## src/pkg/ufc_defs.svh

```systemverilog
// constants of the unsigned float convert unit: flag bits, field places, offsets, timing
`ifndef UFC_DEFS_SVH
`define UFC_DEFS_SVH

// exception flag vector, same layout in status word and probe results
`define UFC_FLAG_W          6
`define UFC_FLAG_INEXACT    6'h02
`define UFC_FLAG_INVALID    6'h10
`define UFC_FLAG_FLUSHED    6'h20
`define UFC_FLAG_MASK       6'h3F

// status word fields
`define UFC_PSW_FLAG_LSB    0
`define UFC_PSW_RMODE_LSB   8
`define UFC_PSW_RESET       32'h0000_0000

// register port offsets
`define UFC_ADDR_PSW        4'h0
`define UFC_ADDR_IRQ_STAT   4'h4
`define UFC_ADDR_IRQ_MASK   4'h8
`define UFC_ADDR_PIPE_STAT  4'hC

// interrupt event bits
`define UFC_IRQ_W           2
`define UFC_IRQ_BAD_SLOT    2'h1
`define UFC_IRQ_EXCEPTION   2'h2

// result latency in cycles and legal issue slots
`define UFC_LATENCY         3
`define UFC_SLOT_A          3'h1
`define UFC_SLOT_B          3'h4

// float constants
`define UFC_WORD_ALL_ONES   32'hFFFF_FFFF
`define UFC_EXP_BIAS        8'h7F
`define UFC_EXP_MAX         8'hFF
`define UFC_EXP_U32_LIMIT   8'h9F

`endif

```

## src/pkg/ufc_pkg.sv

```systemverilog
// types of the unsigned float convert unit
package ufc_pkg;

    // the four operations handled by this unit
    typedef enum logic [1:0]
    {
        UFC_OP_FIX_TRUNC,
        UFC_OP_FIX_TRUNC_FLAGS,
        UFC_OP_UFLOAT,
        UFC_OP_UFLOAT_FLAGS
    } ufc_op_t;

    // rounding modes held in the status word
    typedef enum logic [1:0]
    {
        UFC_RM_NEAREST,
        UFC_RM_POS_INF,
        UFC_RM_NEG_INF,
        UFC_RM_ZERO
    } ufc_rmode_t;

endpackage : ufc_pkg

```

## src/verilog/ufc_convert_unit.sv

```systemverilog
// unsigned float convert unit: float to unsigned truncation, unsigned to float, flag probes
`include "ufc_defs.svh"

// Overview of operation
// - truncating probe writes would-be exceptions
// - probe vector uses status word flag layout
// - probes never touch status word flags
// - truncating probe always rounds toward zero
// - denormal source flushed, flushed bit set
// - guard bit zero blocks destination write
// - unsigned to float writes single result
// - unsigned conversion rounds by status mode
// - conversion exceptions set status word flags
// - flags sticky, cleared only by status write
// - flags update with destination write
// - concurrent updates or into each flag
// - false guard writes neither dest nor flags
// - unsigned probe writes would-be exceptions
// - truncating conversion flushes denormals into flags
module ufc_convert_unit
(
    input  wire logic        I_CLK_SYS,          // core clock
    input  wire logic        I_RST,              // synchronous reset
    input  wire logic        I_CE,               // clock enable, freezes all state
    input  wire logic        I_ISSUE_VALID,      // operation issued this cycle
    input  wire logic [2:0]  I_ISSUE_SLOT,       // issue slot number
    input  wire logic [1:0]  I_OPCODE,           // operation select
    input  wire logic [31:0] I_SOURCE_OPERAND,   // single source operand
    input  wire logic        I_GUARD_PRESENT,    // a guard register is given
    input  wire logic [31:0] I_GUARD,            // guard register value
    input  wire logic [6:0]  I_DEST,             // destination register index
    input  wire logic [5:0]  I_OTHER_FLAGS,      // flags from other fp units this cycle
    input  wire logic [3:0]  I_REG_ADDR,         // register port address
    input  wire logic [31:0] I_REG_WDATA,        // register port write data
    input  wire logic        I_REG_WR,           // register write strobe
    input  wire logic        I_REG_RD,           // register read strobe
    output logic      [31:0] O_REG_RDATA,        // read data, cycle after strobe
    output logic             O_ISSUE_REJECT,     // issue refused, wrong slot
    output logic             O_WB_VALID,         // destination write this cycle
    output logic      [6:0]  O_WB_DEST,          // destination register index
    output logic      [31:0] O_WB_DATA,          // destination value
    output logic      [31:0] O_PROCESSOR_STATUS_WORD, // current status word
    output logic             O_IRQ               // unmasked interrupt pending
);

    // stage record kept in flops at each pipeline step
    logic                   s1_valid, s2_valid;  // write pending at stage
    logic                   s1_probe, s2_probe;  // result is a flag vector
    logic [6:0]             s1_dest,  s2_dest;
    logic [31:0]            s1_data,  s2_data;
    logic [`UFC_FLAG_W-1:0] s1_flags, s2_flags;  // flags raised by the operation

    logic [`UFC_FLAG_W-1:0] psw_flags;           // sticky exception flags
    ufc_pkg::ufc_rmode_t    psw_rmode;           // rounding mode
    logic [`UFC_IRQ_W-1:0]  irq_status;          // sticky events
    logic [`UFC_IRQ_W-1:0]  irq_mask;            // event enables

    // float to unsigned with truncation; returns {flags, value}
    function automatic logic [37:0] fix_trunc(input logic [31:0] f);
        logic [7:0]  e;
        logic [55:0] prod;
        logic [31:0] val;
        logic [5:0]  fl;
        e    = f[30:23];
        prod = 56'h00_0000_0000_0000;
        val  = 32'h0000_0000;
        fl   = '0;
        if (e == 8'h00)
        begin
            // denormal is flushed to zero, zero itself raises nothing
            if (f[22:0] != 23'h00_0000)
            begin
                fl = `UFC_FLAG_FLUSHED;
            end
        end
        else if (e == `UFC_EXP_MAX)
        begin
            fl = `UFC_FLAG_INVALID;
            if (!f[31] && f[22:0] == 23'h00_0000)
            begin
                val = `UFC_WORD_ALL_ONES;           // plus infinity saturates
            end
        end
        else if (e < `UFC_EXP_BIAS)
        begin
            fl = `UFC_FLAG_INEXACT;                     // magnitude below one
        end
        else if (f[31])
        begin
            fl = `UFC_FLAG_INVALID;                     // negative, one or more
        end
        else if (e >= `UFC_EXP_U32_LIMIT)
        begin
            fl  = `UFC_FLAG_INVALID;
            val = `UFC_WORD_ALL_ONES;
        end
        else
        begin
            // round toward zero: drop the fraction, never add
            prod = {32'h0000_0000, 1'b1, f[22:0]} << 5'(e - `UFC_EXP_BIAS);
            val  = prod[54:23];
            fl   = (|prod[22:0]) ? `UFC_FLAG_INEXACT : '0;
        end
        return {fl, val};
    endfunction

    // issue decode
    logic        slot_ok;     // slot one or four
    logic        accept;      // operation taken into the pipe
    logic        guard_true;  // guard absent or lsb set
    ufc_pkg::ufc_op_t issue_op;
    logic [37:0] fix_res;     // truncation result and flags
    logic [31:0] flt_res;     // unsigned to float result
    logic [5:0]  flt_flags;   // unsigned to float flags
    logic [31:0] next_data;   // value to carry into stage one
    logic [5:0]  next_flags;  // flags to carry into stage one

    always_comb
    begin
        issue_op       = ufc_pkg::ufc_op_t'(I_OPCODE);
        slot_ok        = (I_ISSUE_SLOT == `UFC_SLOT_A) || (I_ISSUE_SLOT == `UFC_SLOT_B);
        accept         = I_ISSUE_VALID && slot_ok;
        O_ISSUE_REJECT = I_ISSUE_VALID && !slot_ok;
        guard_true     = !I_GUARD_PRESENT || I_GUARD[0];
        fix_res        = fix_trunc(I_SOURCE_OPERAND);
    end

    // unsigned to float converter, rounding from the live status word
    ufc_u2f_round u_u2f
    (
        .i_value  (I_SOURCE_OPERAND),
        .i_rmode  (psw_rmode),
        .o_result (flt_res),
        .o_flags  (flt_flags)
    );

    // select the destination value per operation
    always_comb
    begin
        case (issue_op)
            ufc_pkg::UFC_OP_FIX_TRUNC:
            begin
                next_data  = fix_res[31:0];
                next_flags = fix_res[37:32];
            end
            ufc_pkg::UFC_OP_FIX_TRUNC_FLAGS:
            begin
                next_data  = {26'h000_0000, fix_res[37:32]};
                next_flags = fix_res[37:32];
            end
            ufc_pkg::UFC_OP_UFLOAT:
            begin
                next_data  = flt_res;
                next_flags = flt_flags;
            end
            default:
            begin
                next_data  = {26'h000_0000, flt_flags};
                next_flags = flt_flags;
            end
        endcase
    end

    // stage one: a false guard never enters, so it can write nothing later
    always_ff @(posedge I_CLK_SYS)
    begin
        if (I_RST)
        begin
            s1_valid <= 1'b0;
            s1_probe <= 1'b0;
            s1_dest  <= 7'h00;
            s1_data  <= 32'h0000_0000;
            s1_flags <= '0;
        end
        else if (I_CE)
        begin
            s1_valid <= accept && guard_true;
            s1_probe <= (issue_op == ufc_pkg::UFC_OP_FIX_TRUNC_FLAGS) ||
                        (issue_op == ufc_pkg::UFC_OP_UFLOAT_FLAGS);
            s1_dest  <= I_DEST;
            s1_data  <= next_data;
            s1_flags <= next_flags;
        end
    end

    // stage two and the write-back register, after stage one, make up the three cycles
    always_ff @(posedge I_CLK_SYS)
    begin
        if (I_RST)
        begin
            s2_valid   <= 1'b0;
            s2_probe   <= 1'b0;
            s2_dest    <= 7'h00;
            s2_data    <= 32'h0000_0000;
            s2_flags   <= '0;
            O_WB_VALID <= 1'b0;
            O_WB_DEST  <= 7'h00;
            O_WB_DATA  <= 32'h0000_0000;
        end
        else if (I_CE)
        begin
            s2_valid   <= s1_valid;
            s2_probe   <= s1_probe;
            s2_dest    <= s1_dest;
            s2_data    <= s1_data;
            s2_flags   <= s1_flags;
            O_WB_VALID <= s2_valid;
            O_WB_DEST  <= s2_dest;
            O_WB_DATA  <= s2_data;
        end
    end

    // flag contribution of this unit, loaded on the same edge as write-back
    logic [5:0] own_update;  // flags set by a real conversion
    logic       psw_write;   // software writes the status word
    assign own_update = (s2_valid && !s2_probe) ? s2_flags : '0;
    assign psw_write  = I_REG_WR && (I_REG_ADDR == `UFC_ADDR_PSW);

    // status word: a write loads flags from the write data, but an update in the same cycle still lands
    always_ff @(posedge I_CLK_SYS)
    begin
        if (I_RST)
        begin
            psw_flags <= 6'(`UFC_PSW_RESET);
            psw_rmode <= ufc_pkg::UFC_RM_NEAREST;
        end
        else if (I_CE)
        begin
            if (psw_write)
            begin
                psw_flags <= I_REG_WDATA[5:0] | own_update | I_OTHER_FLAGS;
                psw_rmode <= ufc_pkg::ufc_rmode_t'(I_REG_WDATA[`UFC_PSW_RMODE_LSB +: 2]);
            end
            else
            begin
                psw_flags <= psw_flags | own_update | I_OTHER_FLAGS;
            end
        end
    end

    assign O_PROCESSOR_STATUS_WORD = {22'h00_0000, psw_rmode, 2'h0, psw_flags};

    // interrupt events: refused issue, or a conversion raising any flag
    logic [1:0] irq_event;
    assign irq_event = (O_ISSUE_REJECT ? `UFC_IRQ_BAD_SLOT : 2'h0) |
                       ((own_update != '0) ? `UFC_IRQ_EXCEPTION : 2'h0);

    // sticky status, write one to clear, an event in the same cycle wins
    always_ff @(posedge I_CLK_SYS)
    begin
        if (I_RST)
        begin
            irq_status <= 2'h0;
        end
        else if (I_CE)
        begin
            if (I_REG_WR && I_REG_ADDR == `UFC_ADDR_IRQ_STAT)
            begin
                irq_status <= (irq_status & ~I_REG_WDATA[1:0]) | irq_event;
            end
            else
            begin
                irq_status <= irq_status | irq_event;
            end
        end
    end

    // interrupt mask
    always_ff @(posedge I_CLK_SYS)
    begin
        if (I_RST)
        begin
            irq_mask <= 2'h0;
        end
        else if (I_CE && I_REG_WR && I_REG_ADDR == `UFC_ADDR_IRQ_MASK)
        begin
            irq_mask <= I_REG_WDATA[1:0];
        end
    end

    assign O_IRQ = |(irq_status & irq_mask);

    // read data registered one cycle after the strobe; unmapped reads as zero
    always_ff @(posedge I_CLK_SYS)
    begin
        if (I_RST)
        begin
            O_REG_RDATA <= 32'h0000_0000;
        end
        else if (I_CE)
        begin
            if (I_REG_RD)
            begin
                case (I_REG_ADDR)
                    `UFC_ADDR_PSW:       O_REG_RDATA <= O_PROCESSOR_STATUS_WORD;
                    `UFC_ADDR_IRQ_STAT:  O_REG_RDATA <= {30'h0000_0000, irq_status};
                    `UFC_ADDR_IRQ_MASK:  O_REG_RDATA <= {30'h0000_0000, irq_mask};
                    `UFC_ADDR_PIPE_STAT: O_REG_RDATA <= {29'h0000_0000, O_WB_VALID, s2_valid, s1_valid};
                    default:             O_REG_RDATA <= 32'h0000_0000;
                endcase
            end
            else
            begin
                O_REG_RDATA <= 32'h0000_0000;
            end
        end
    end
endmodule // ufc_convert_unit

```

## src/verilog/ufc_u2f_round.sv

```systemverilog
// unsigned integer to single precision converter with selectable rounding
`include "ufc_defs.svh"

module ufc_u2f_round
(
    input  wire logic [31:0]              i_value,  // unsigned source
    input  wire ufc_pkg::ufc_rmode_t      i_rmode,  // rounding mode
    output logic      [31:0]              o_result, // ieee single result
    output logic      [`UFC_FLAG_W-1:0]   o_flags   // raised exceptions
);

    // leading zero count of a nonzero word
    function automatic logic [4:0] lead_zeros(input logic [31:0] v);
        logic [4:0] n;
        n = 5'h00;
        for (int i = 0; i < 32; i++)
        begin
            if (v[i])
            begin
                n = 5'(31 - i);
            end
        end
        return n;
    endfunction

    logic [4:0]  lz;        // shift to normalise
    logic [31:0] norm;      // normalised value, bit 31 set
    logic        guard_bit; // first dropped bit
    logic        sticky;    // or of the rest
    logic        inexact;   // any bit dropped
    logic        incr;      // round up
    logic [7:0]  exp_raw;   // biased exponent before rounding

    // rounding up may carry into the exponent; adding over the packed
    // exponent and mantissa handles that without a special case
    always_comb
    begin
        lz        = lead_zeros(i_value);
        norm      = i_value << lz;
        guard_bit = norm[7];
        sticky    = |norm[6:0];
        inexact   = guard_bit | sticky;
        exp_raw   = 8'(8'h9E - {3'h0, lz});
        case (i_rmode)
            ufc_pkg::UFC_RM_NEAREST: incr = guard_bit & (sticky | norm[8]);
            ufc_pkg::UFC_RM_POS_INF: incr = inexact;
            default:                 incr = 1'b0;  // source is never negative
        endcase
        if (i_value == 32'h0000_0000)
        begin
            o_result = 32'h0000_0000;
            o_flags  = '0;
        end
        else
        begin
            o_result = {1'b0, 31'({exp_raw, norm[30:8]} + {30'h0000_0000, incr})};
            o_flags  = inexact ? `UFC_FLAG_INEXACT : '0;
        end
    end

endmodule // ufc_u2f_round
```

## config.mk

```make
export PLATFORM = sky130hd
export DESIGN_NAME = ufc_convert_unit
export DESIGN_NICKNAME = d
export VERILOG_FILES = /design/src/pkg/ufc_pkg.sv /design/src/verilog/ufc_convert_unit.sv /design/src/verilog/ufc_u2f_round.sv
export VERILOG_INCLUDE_DIRS = /design/src /design/src/pkg
export SDC_FILE = /design/constraint.sdc
export NUM_CORES = 1
export LEC_CHECK = 0
export CAP_MARGIN = 10
export CORE_MARGIN = 4
export CORE_UTILIZATION = 39
export DETAILED_ROUTE_END_ITERATION = 12
export DONT_BUFFER_PORTS = 1
export PLACE_DENSITY = 0.59
export SYNTH_ARGS = -nofsm -noshare
export SYNTH_HDL_FRONTEND = slang
export SYNTH_SLANG_ARGS = --single-unit
export TNS_END_PERCENT = 5
```

## constraint.sdc

```tcl
create_clock -name I_CLK_SYS -period 9.7 [get_ports I_CLK_SYS]
set_input_delay 0 -clock I_CLK_SYS [delete_from_list [all_inputs] [get_ports I_CLK_SYS]]
set_output_delay 0 -clock I_CLK_SYS [all_outputs]
set_load 0.01 [all_outputs]
```

==> results of run 1 <==
[report_power, final]
group | total [mW] | internal [mW] | leakage, nW | switching, mW
Sequential | 0.640 | 0.626 | 1.20 | 0.0137
Combinational | 0.427 | 0.155 | 3.19 | 0.272
Clock | 0.651 | 0.403 | 0.264 | 0.248
Total | 1.72 | 1.18 | 4.66 | 0.534
[final timing paths]
| path | to | from | slack, ps |
|---|---|---|---|
| worst max-delay path | s1_data[17]$_SDFFE_PP0P_ | I_SOURCE_OPERAND[20] | 4820 |
| worst min-delay path | s1_data[19]$_SDFFE_PP0P_ | I_OPCODE[0] | 20 |
| worst max register to register | s1_data[17]$_SDFFE_PP0P_ | psw_rmode[0]$_SDFFE_PP0P_ | 6590 |
| worst min register to register | s1_data[20]$_SDFFE_PP0P_ | s1_data[20]$_SDFFE_PP0P_ | 460 |
[layer usage]
layer	vias to the layer above	wire length (um)
met5	-	0
met4	0	988
met3	59	2741
met2	479	16200
met1	5116	16730
li1	5123	-
[placed cells by master, fill, tap and decap left out, types with 6 or more instances in the layout]
cell	instances
ha_1	7
mux4_2	20
o32ai_1	6
o221ai_1	7
xnor2_1	16
o22ai_1	17
nor3_1	43
dlygate4sd3_1	39
nand2_1	119
and2_1	7
a21oi_1	97
nand4_1	16
o211ai_1	9
clkinvlp_4	7
a221oi_1	23
clkbuf_16	17
o31ai_1	9
nand2b_1	8
dfxtp_1	148
buf_4	15
inv_1	17
a311oi_1	6
nand3_1	34
o21ai_1	14
mux2i_1	119
nor4_1	13
a22oi_1	31
nor2_1	225
a31oi_1	17
conb_1	48
xor2_1	10
a211oi_1	21
nor2b_1	8
o21ai_0	64
a221oi_2	7
and3_1	13
a211oi_2	7
[metrics by stage]
step | power, mW | instance area, um^2
CTS | 1.720 | 12220
finish | 1.718 | 12220
floorplan | 0.9944 | 11520
global placement | 1.029 | 11180
detailed placement | 1.030 | 11180
global route | 1.800 | 12220
[cells by family (layout without fill, tap and decap cells)]
| group | Yosys count | in the layout |
|---|---|---|
| buffers and inverters | 197 | 108 |
| other | 1 | 48 |
| and+or+nand+nor | 526 | 526 |
| AOI/OAI and AO/OA | 390 | 390 |
| adders and majority gates | 8 | 8 |
| xor gates and xnor gates | 29 | 29 |
| muxes | 145 | 145 |
| DFF | 148 | 148 |
[registers in the layout (all words and copies together), names as in the netlist, 6 cells and up]
name / flops
s2_dest: 7
s1_dest: 7
psw_flags: 6
s2_data: 32
s1_data: 32
O_WB_DATA: 32
O_WB_DEST: 7
O_REG_RDATA: 8
[repair_timing]
action / 4_1_cts / 5_1_grt
endpoints found under the setup margin: 0 / 0
hold endpoints to repair: 148 / 0
hold buffers: 41 / 0
[worst max-delay path, stage by stage]
cell and delay [ps]:
or2_2 310, nor4b_1 220, o21ai_1 150, a41oi_4 180, buf_4 430, inv_2 370, nand2_1 280, nand2_1 80
a31oi_1 280, nor2_1 80, a21oi_1 230, nor3b_1 80, nor4_1 270, ha_1 230, inv_1 70, a211oi_4 250
nand3_1 300, nor4_2 260, xor2_1 240, nand2_1 100, a211oi_2 210, dlygate4sd3_1 570
[layout make-up]
class                   count  area, um^2
clock buffers              19       432.9
repair buffers             56       558.0
flip-flops and latches    148        2963
well taps                 384       480.5
multi-input cells        1146        7546
inverters                  21       81.33
fillers                  2896       16480
clock inverters            12       156.4
==> reports/qor.yml, run 1 <==
synth_area_leaders: "dfxtp_1 (26%), mux2i_1 (10%), nor2_1 (7.4%), a21oi_1 (4.3%), mux4_2 (4.0%)"
min_path_type: "in2reg"
synthMuxAreaShare: 0.1521
finalHoldViolations: 0
p_per_area_nw_per_um2: 140.6
syn_area_per_cell_um2: 7.858
row_count: 62
layout.cells.non_filler: 1786
synth_cell_types: 96
worstSetupStartpointType: "primary input"
synth_top_cell_area_share: 0.2611
route.detailed.drc: 0
cts_tree: "built"
die_area_um2: 31890
synth.most_common_cell: "nor2_1"
dp_hpwl_um: 26460
antenna_found_initial: 0
synth_top_area_cell: "dfxtp_1"
yosys.area_share.simple: 0.2183
die_x_um: 178.6
setup_viol: 0
endpoint_kind: "flop"
whs_ps: 23.67
cts_made_buffers: 17
routed_via_density: 6.034
yosys_most_used_dff: "dfxtp_1"
post_cts_buffers: 0
num_vias: 10777
clkSlewWorstSetupHoldPaths_ps: 60
drive_gt1_frac: 0.09558
synth-seq-cells: 148
finalNetCount: 1522
synth-edff-count: 0
netlist_instances: 1444
synth_fa_ha_area_frac: 0.008601
drv_cap: 0
antenna_cells: 0
cts.repair.resized: 0
cts_sinks: 148
synth_top_family_by_area: "compound AO/OA/AOI/OAI gates"
reg2reg_depth: 11
use_met1: 0.3251
synth-compound-area-share: 0.2442
wl_um: 36670
start_util: 0.3953
met3_usage: 0.03709
fin_crit_sh: 0.5034
tns_ps: 0
finalWorstPathRequiredPeriod_ps: 4883
grt_setup_unrepaired: "no"
core_um2: 28700
synth-xor-area-share: 0.02238
yosys_warnings: 0
async_reset_ff_frac: 0
die_h_um: 178.6
root_buffer: "clkbuf_16"
synth_common_cells: "nor2_1 (225), dfxtp_1 (148), mux2i_1 (119), nand2_1 (119), a21oi_1 (97)"
finalClockSkew_ps: 8.463
path_class: "in2reg"
arrival_ps: 5240
dr.pass1.iters: 7
status: "finished clean"
drt_iter0_drc: 1177
slew-limit-headroom: 0.3030
grt_pass1_wl_um: 56500
finalMaxSlewViolations: 0
grt_usage: 0.2231
p_leak_nw: 4.660
yosysSeqAreaShare: 0.2611
first_global_vias: 9829
grt_use_met2: 0.3350
clock_path_buffers: 2
final_core_util: 0.4257
clkLatencyLatePin_ps: 410
h-tree-depth: 4
ir_drop_mv: 0.09685
hold_depth: 3
syn-cell-area_um2: 11350
cp.required_ps: 10060
ant_nets: 0
max_freq_mhz: 204.8
grt_max_degree: 148
routabilityCongestion: 0.9744
io_pins: 231
area_delta_synth_final_pct: 7.675
port-buffer-count: 0
avgRoutedWirePerCell_um: 20.53
overflow: 0
grt.busiest_layer: "met2"
worst_slack_ps: 4817
preCtsSetupSlack_ps: 4649
tightest_slew_ps: 1038
dp.cells: 1714
cp_max_fo: 43
Power figures use the tool's default switching activity.
==> run 2, diff against run 1 <==
ABC_AREA = 1   (was unset)
clock period = 4.8 ns   (was 9.7 ns; I/O delays follow)
==> run 2 against run 1 <==
  * Synthesized cell count increased by 30%
  * Sequential share of layout area decreased by 0.41 points
  * Critical endpoint is now s1_data[10]$_SDFFE_PP0P_
  * Core utilization increased by 1.9 points
  * Wire length increased by 9.9%
  * Sequential cell count unchanged
  * Combinational power increased by 120%
  * Critical path depth increased by 10
==> reports/qor.yml, run 2 <==
wl_um: 40290
grt_usage: 0.2492
fin_crit_sh: 0.9400
path_class: "in2reg"
final_core_util: 0.4450
finalHoldViolations: 0
yosysSeqAreaShare: 0.2663
dp_hpwl_um: 29330
drt_iter0_drc: 1248
cpMaxStageDelayCell: "dlygate4sd3_1"
top_regs: "O_WB_DATA: 32 flops, s1_data: 32 flops, s2_data: 32 flops"
power.internal_mw: 2.424
area_delta_synth_final_pct: 11.73
place_area_um2: 11180
layout.cells.non_filler: 2245
syn_area_per_cell_um2: 5.939
p_per_area_nw_per_um2: 296.0
yosys_most_used_dff: "dfxtp_1"
routed_via_density: 5.522
synth_area_leaders: "dfxtp_1 (27%), nand2_1 (15%), nand3_1 (11%), o21ai_0 (9.2%), nor2_1 (8.7%)"
crit_buf_inv: 6
slew-limit-headroom: 0.2965
synth_common_cells: "nand2_1 (437), nor2_1 (259), nand3_1 (249)"
async_reset_ff_frac: 0
core_um2: 27930
io_pins: 231
endpoint_kind: "flop"
worstSetupStartpointType: "primary input"
grt_pass1_wl_um: 62650
h-tree-depth: 4
cts_made_buffers: 17
drv_cap: 0
cts_tree: "built"
antenna_cells: 0
avgRoutedWirePerCell_um: 17.95
p_seq_frac: 0.364
synth_top_cell_area_share: 0.2663
max_freq_mhz: 221.6
p_leak_nw: 5.326
arrival_ps: 4830
finalNetCount: 1986
hold_depth: 4
port-buffer-count: 0
synth_cell_types: 49
synth_top_area_cell: "dfxtp_1"
p_clk_frac: 0.380
finalWorstPathRequiredPeriod_ps: 4512
whs_ps: 38.64
min_path_type: "in2reg"
setup_viol: 0
crit_cells: 32
status: "finished clean"
yosys_warnings: 0
clkLatencyLatePin_ps: 420
p_sw_mw: 1.255
r2r_setup_slack_ps: 2020
start_util: 0.3982
ir_drop_mv: 0.2116
antenna_found_initial: 1
clock_path_buffers: 2
netlist_instances: 1873
die_h_um: 176.9
finalClockSkew_ps: 13.04
ant_nets: 0
clkSlewWorstSetupHoldPaths_ps: 70
root_buffer: "clkbuf_16"
tightest_slew_ps: 1046
dp.cells: 2165
cpPeakStageDelay_ps: 550
cp_max_fo: 14
finalMaxSlewViolations: 0
synth-seq-cells: 148
synth.most_common_cell: "nand2_1"
routabilityCongestion: 0.9957
row_count: 61
synth-edff-count: 0
layout_commonest_cell: "nand2_1"
layout_common_cells: "nand2_1 (434), nor2_1 (258), nand3_1 (243), o21ai_0 (205), dfxtp_1 (148)"
drive_gt1_frac: 0.07659
reg2reg_depth: 14
cp.required_ps: 5120
cts_sinks: 148
num_vias: 12398
grt_max_degree: 138
route.detailed.drc: 0
path_common_cell: "nand2_1"
first_global_vias: 11305
design_area_um2: 12430
die_area_um2: 31290
overflow: 0
die_x_um: 176.9
power_frac_comb: 0.256
dr.pass1.iters: 6
switching_share: 0.3411
cp_top_family: "compound AO/OA/AOI/OAI gates"
syn-cell-area_um2: 11120
run 2: cell types whose count changed after synthesis, sizes merged, moves of 29 or more:
cell | previous run | this run
inv | 21 | 116
mux2i | 122 | 22
nor2 | 227 | 271
a211oi | 29 | 0
a221oi | 32 | 0
o21ai | 81 | 222
nand3 | 34 | 262
nand2 | 121 | 448
run 2: final timing paths:
check / from / end
hold / removal: I_OPCODE[1] / s1_data[31]$_SDFFE_PP0P_
setup reg to reg: psw_rmode[0]$_SDFFE_PP0P_ / s1_data[10]$_SDFFE_PP0P_
setup / recovery: I_SOURCE_OPERAND[3] / s1_data[10]$_SDFFE_PP0P_
hold reg to reg: s2_flags[4]$_SDFFE_PP0P_ / s2_flags[4]$_SDFFE_PP0P_
run 2: cells by family after synthesis:
kind of cell,Yosys count,share of synthesized area
compound gates,378,0.1827
mux,22,0.01980
simple gates,1029,0.4021
other cells,1,0.0003371
fa+ha+maj,7,0.007873
buf+inv,282,0.1162
flops,148,0.2663
xor+xnor,6,0.004724
run 2: layout make-up:
type,count,area (um^2)
clock buffers,19,442.9
fillers,3064,15500
clock inverters,13,172.7
repair buffers,76,724.4
well taps,378,473.0
flip-flops and latches,148,2963
inverters,119,449.2
multi-input cells,1492,7204
run 2: routing by layer:
metal	vias to the layer above	routed length, um	GRT usage	part of all wire
li1	6104	-	-	-
met1	5805	18300	0.3463	0.45
met2	439	18450	0.4052	0.46
met3	50	2846	0.04550	0.071
met4	0	692	0.05319	0.017
met5	-	0	0	0
run 2: metrics by stage:
| step | setup slack [ps] | setup TNS, ps | total power [mW] |
|---|---|---|---|
| 4_1_cts | 194.8 | 0 | 3.671 |
| 3_3_place_gp | 285.8 | 0 | 2.212 |
| 3_5_place_dp | 219.1 | 0 | 2.213 |
| 5_1_grt | -29.34 | -37.77 | 3.874 |
| 2_1_floorplan | 996.3 | 0 | 2.041 |
| 6_report | 288.0 | 0 | 3.679 |
run 2: repair_timing:
item | 4_1_cts | 5_1_grt
setup endpoints to repair | 0 | 8
setup buffers | 0 | 5
gates resized for setup | 0 | 25
endpoints found under the hold margin | 145 | 0
hold buffers | 41 | 0
run 2: worst min-delay path, cell delays in order:
cell	delay (ps)
nor4_1	30
buf_4	170
nand2_1	120
a21oi_1	80
run 2: power groups by stage:
stage,Sequential (mW),Clock (mW),Combinational (mW)
after global placement,1.37,0,0.844
after floorplan,1.36,0,0.685
final,1.34,1.40,0.940
after CTS,1.34,1.43,0.902
after global routing,1.35,1.48,1.05
after detailed placement,1.37,0,0.845
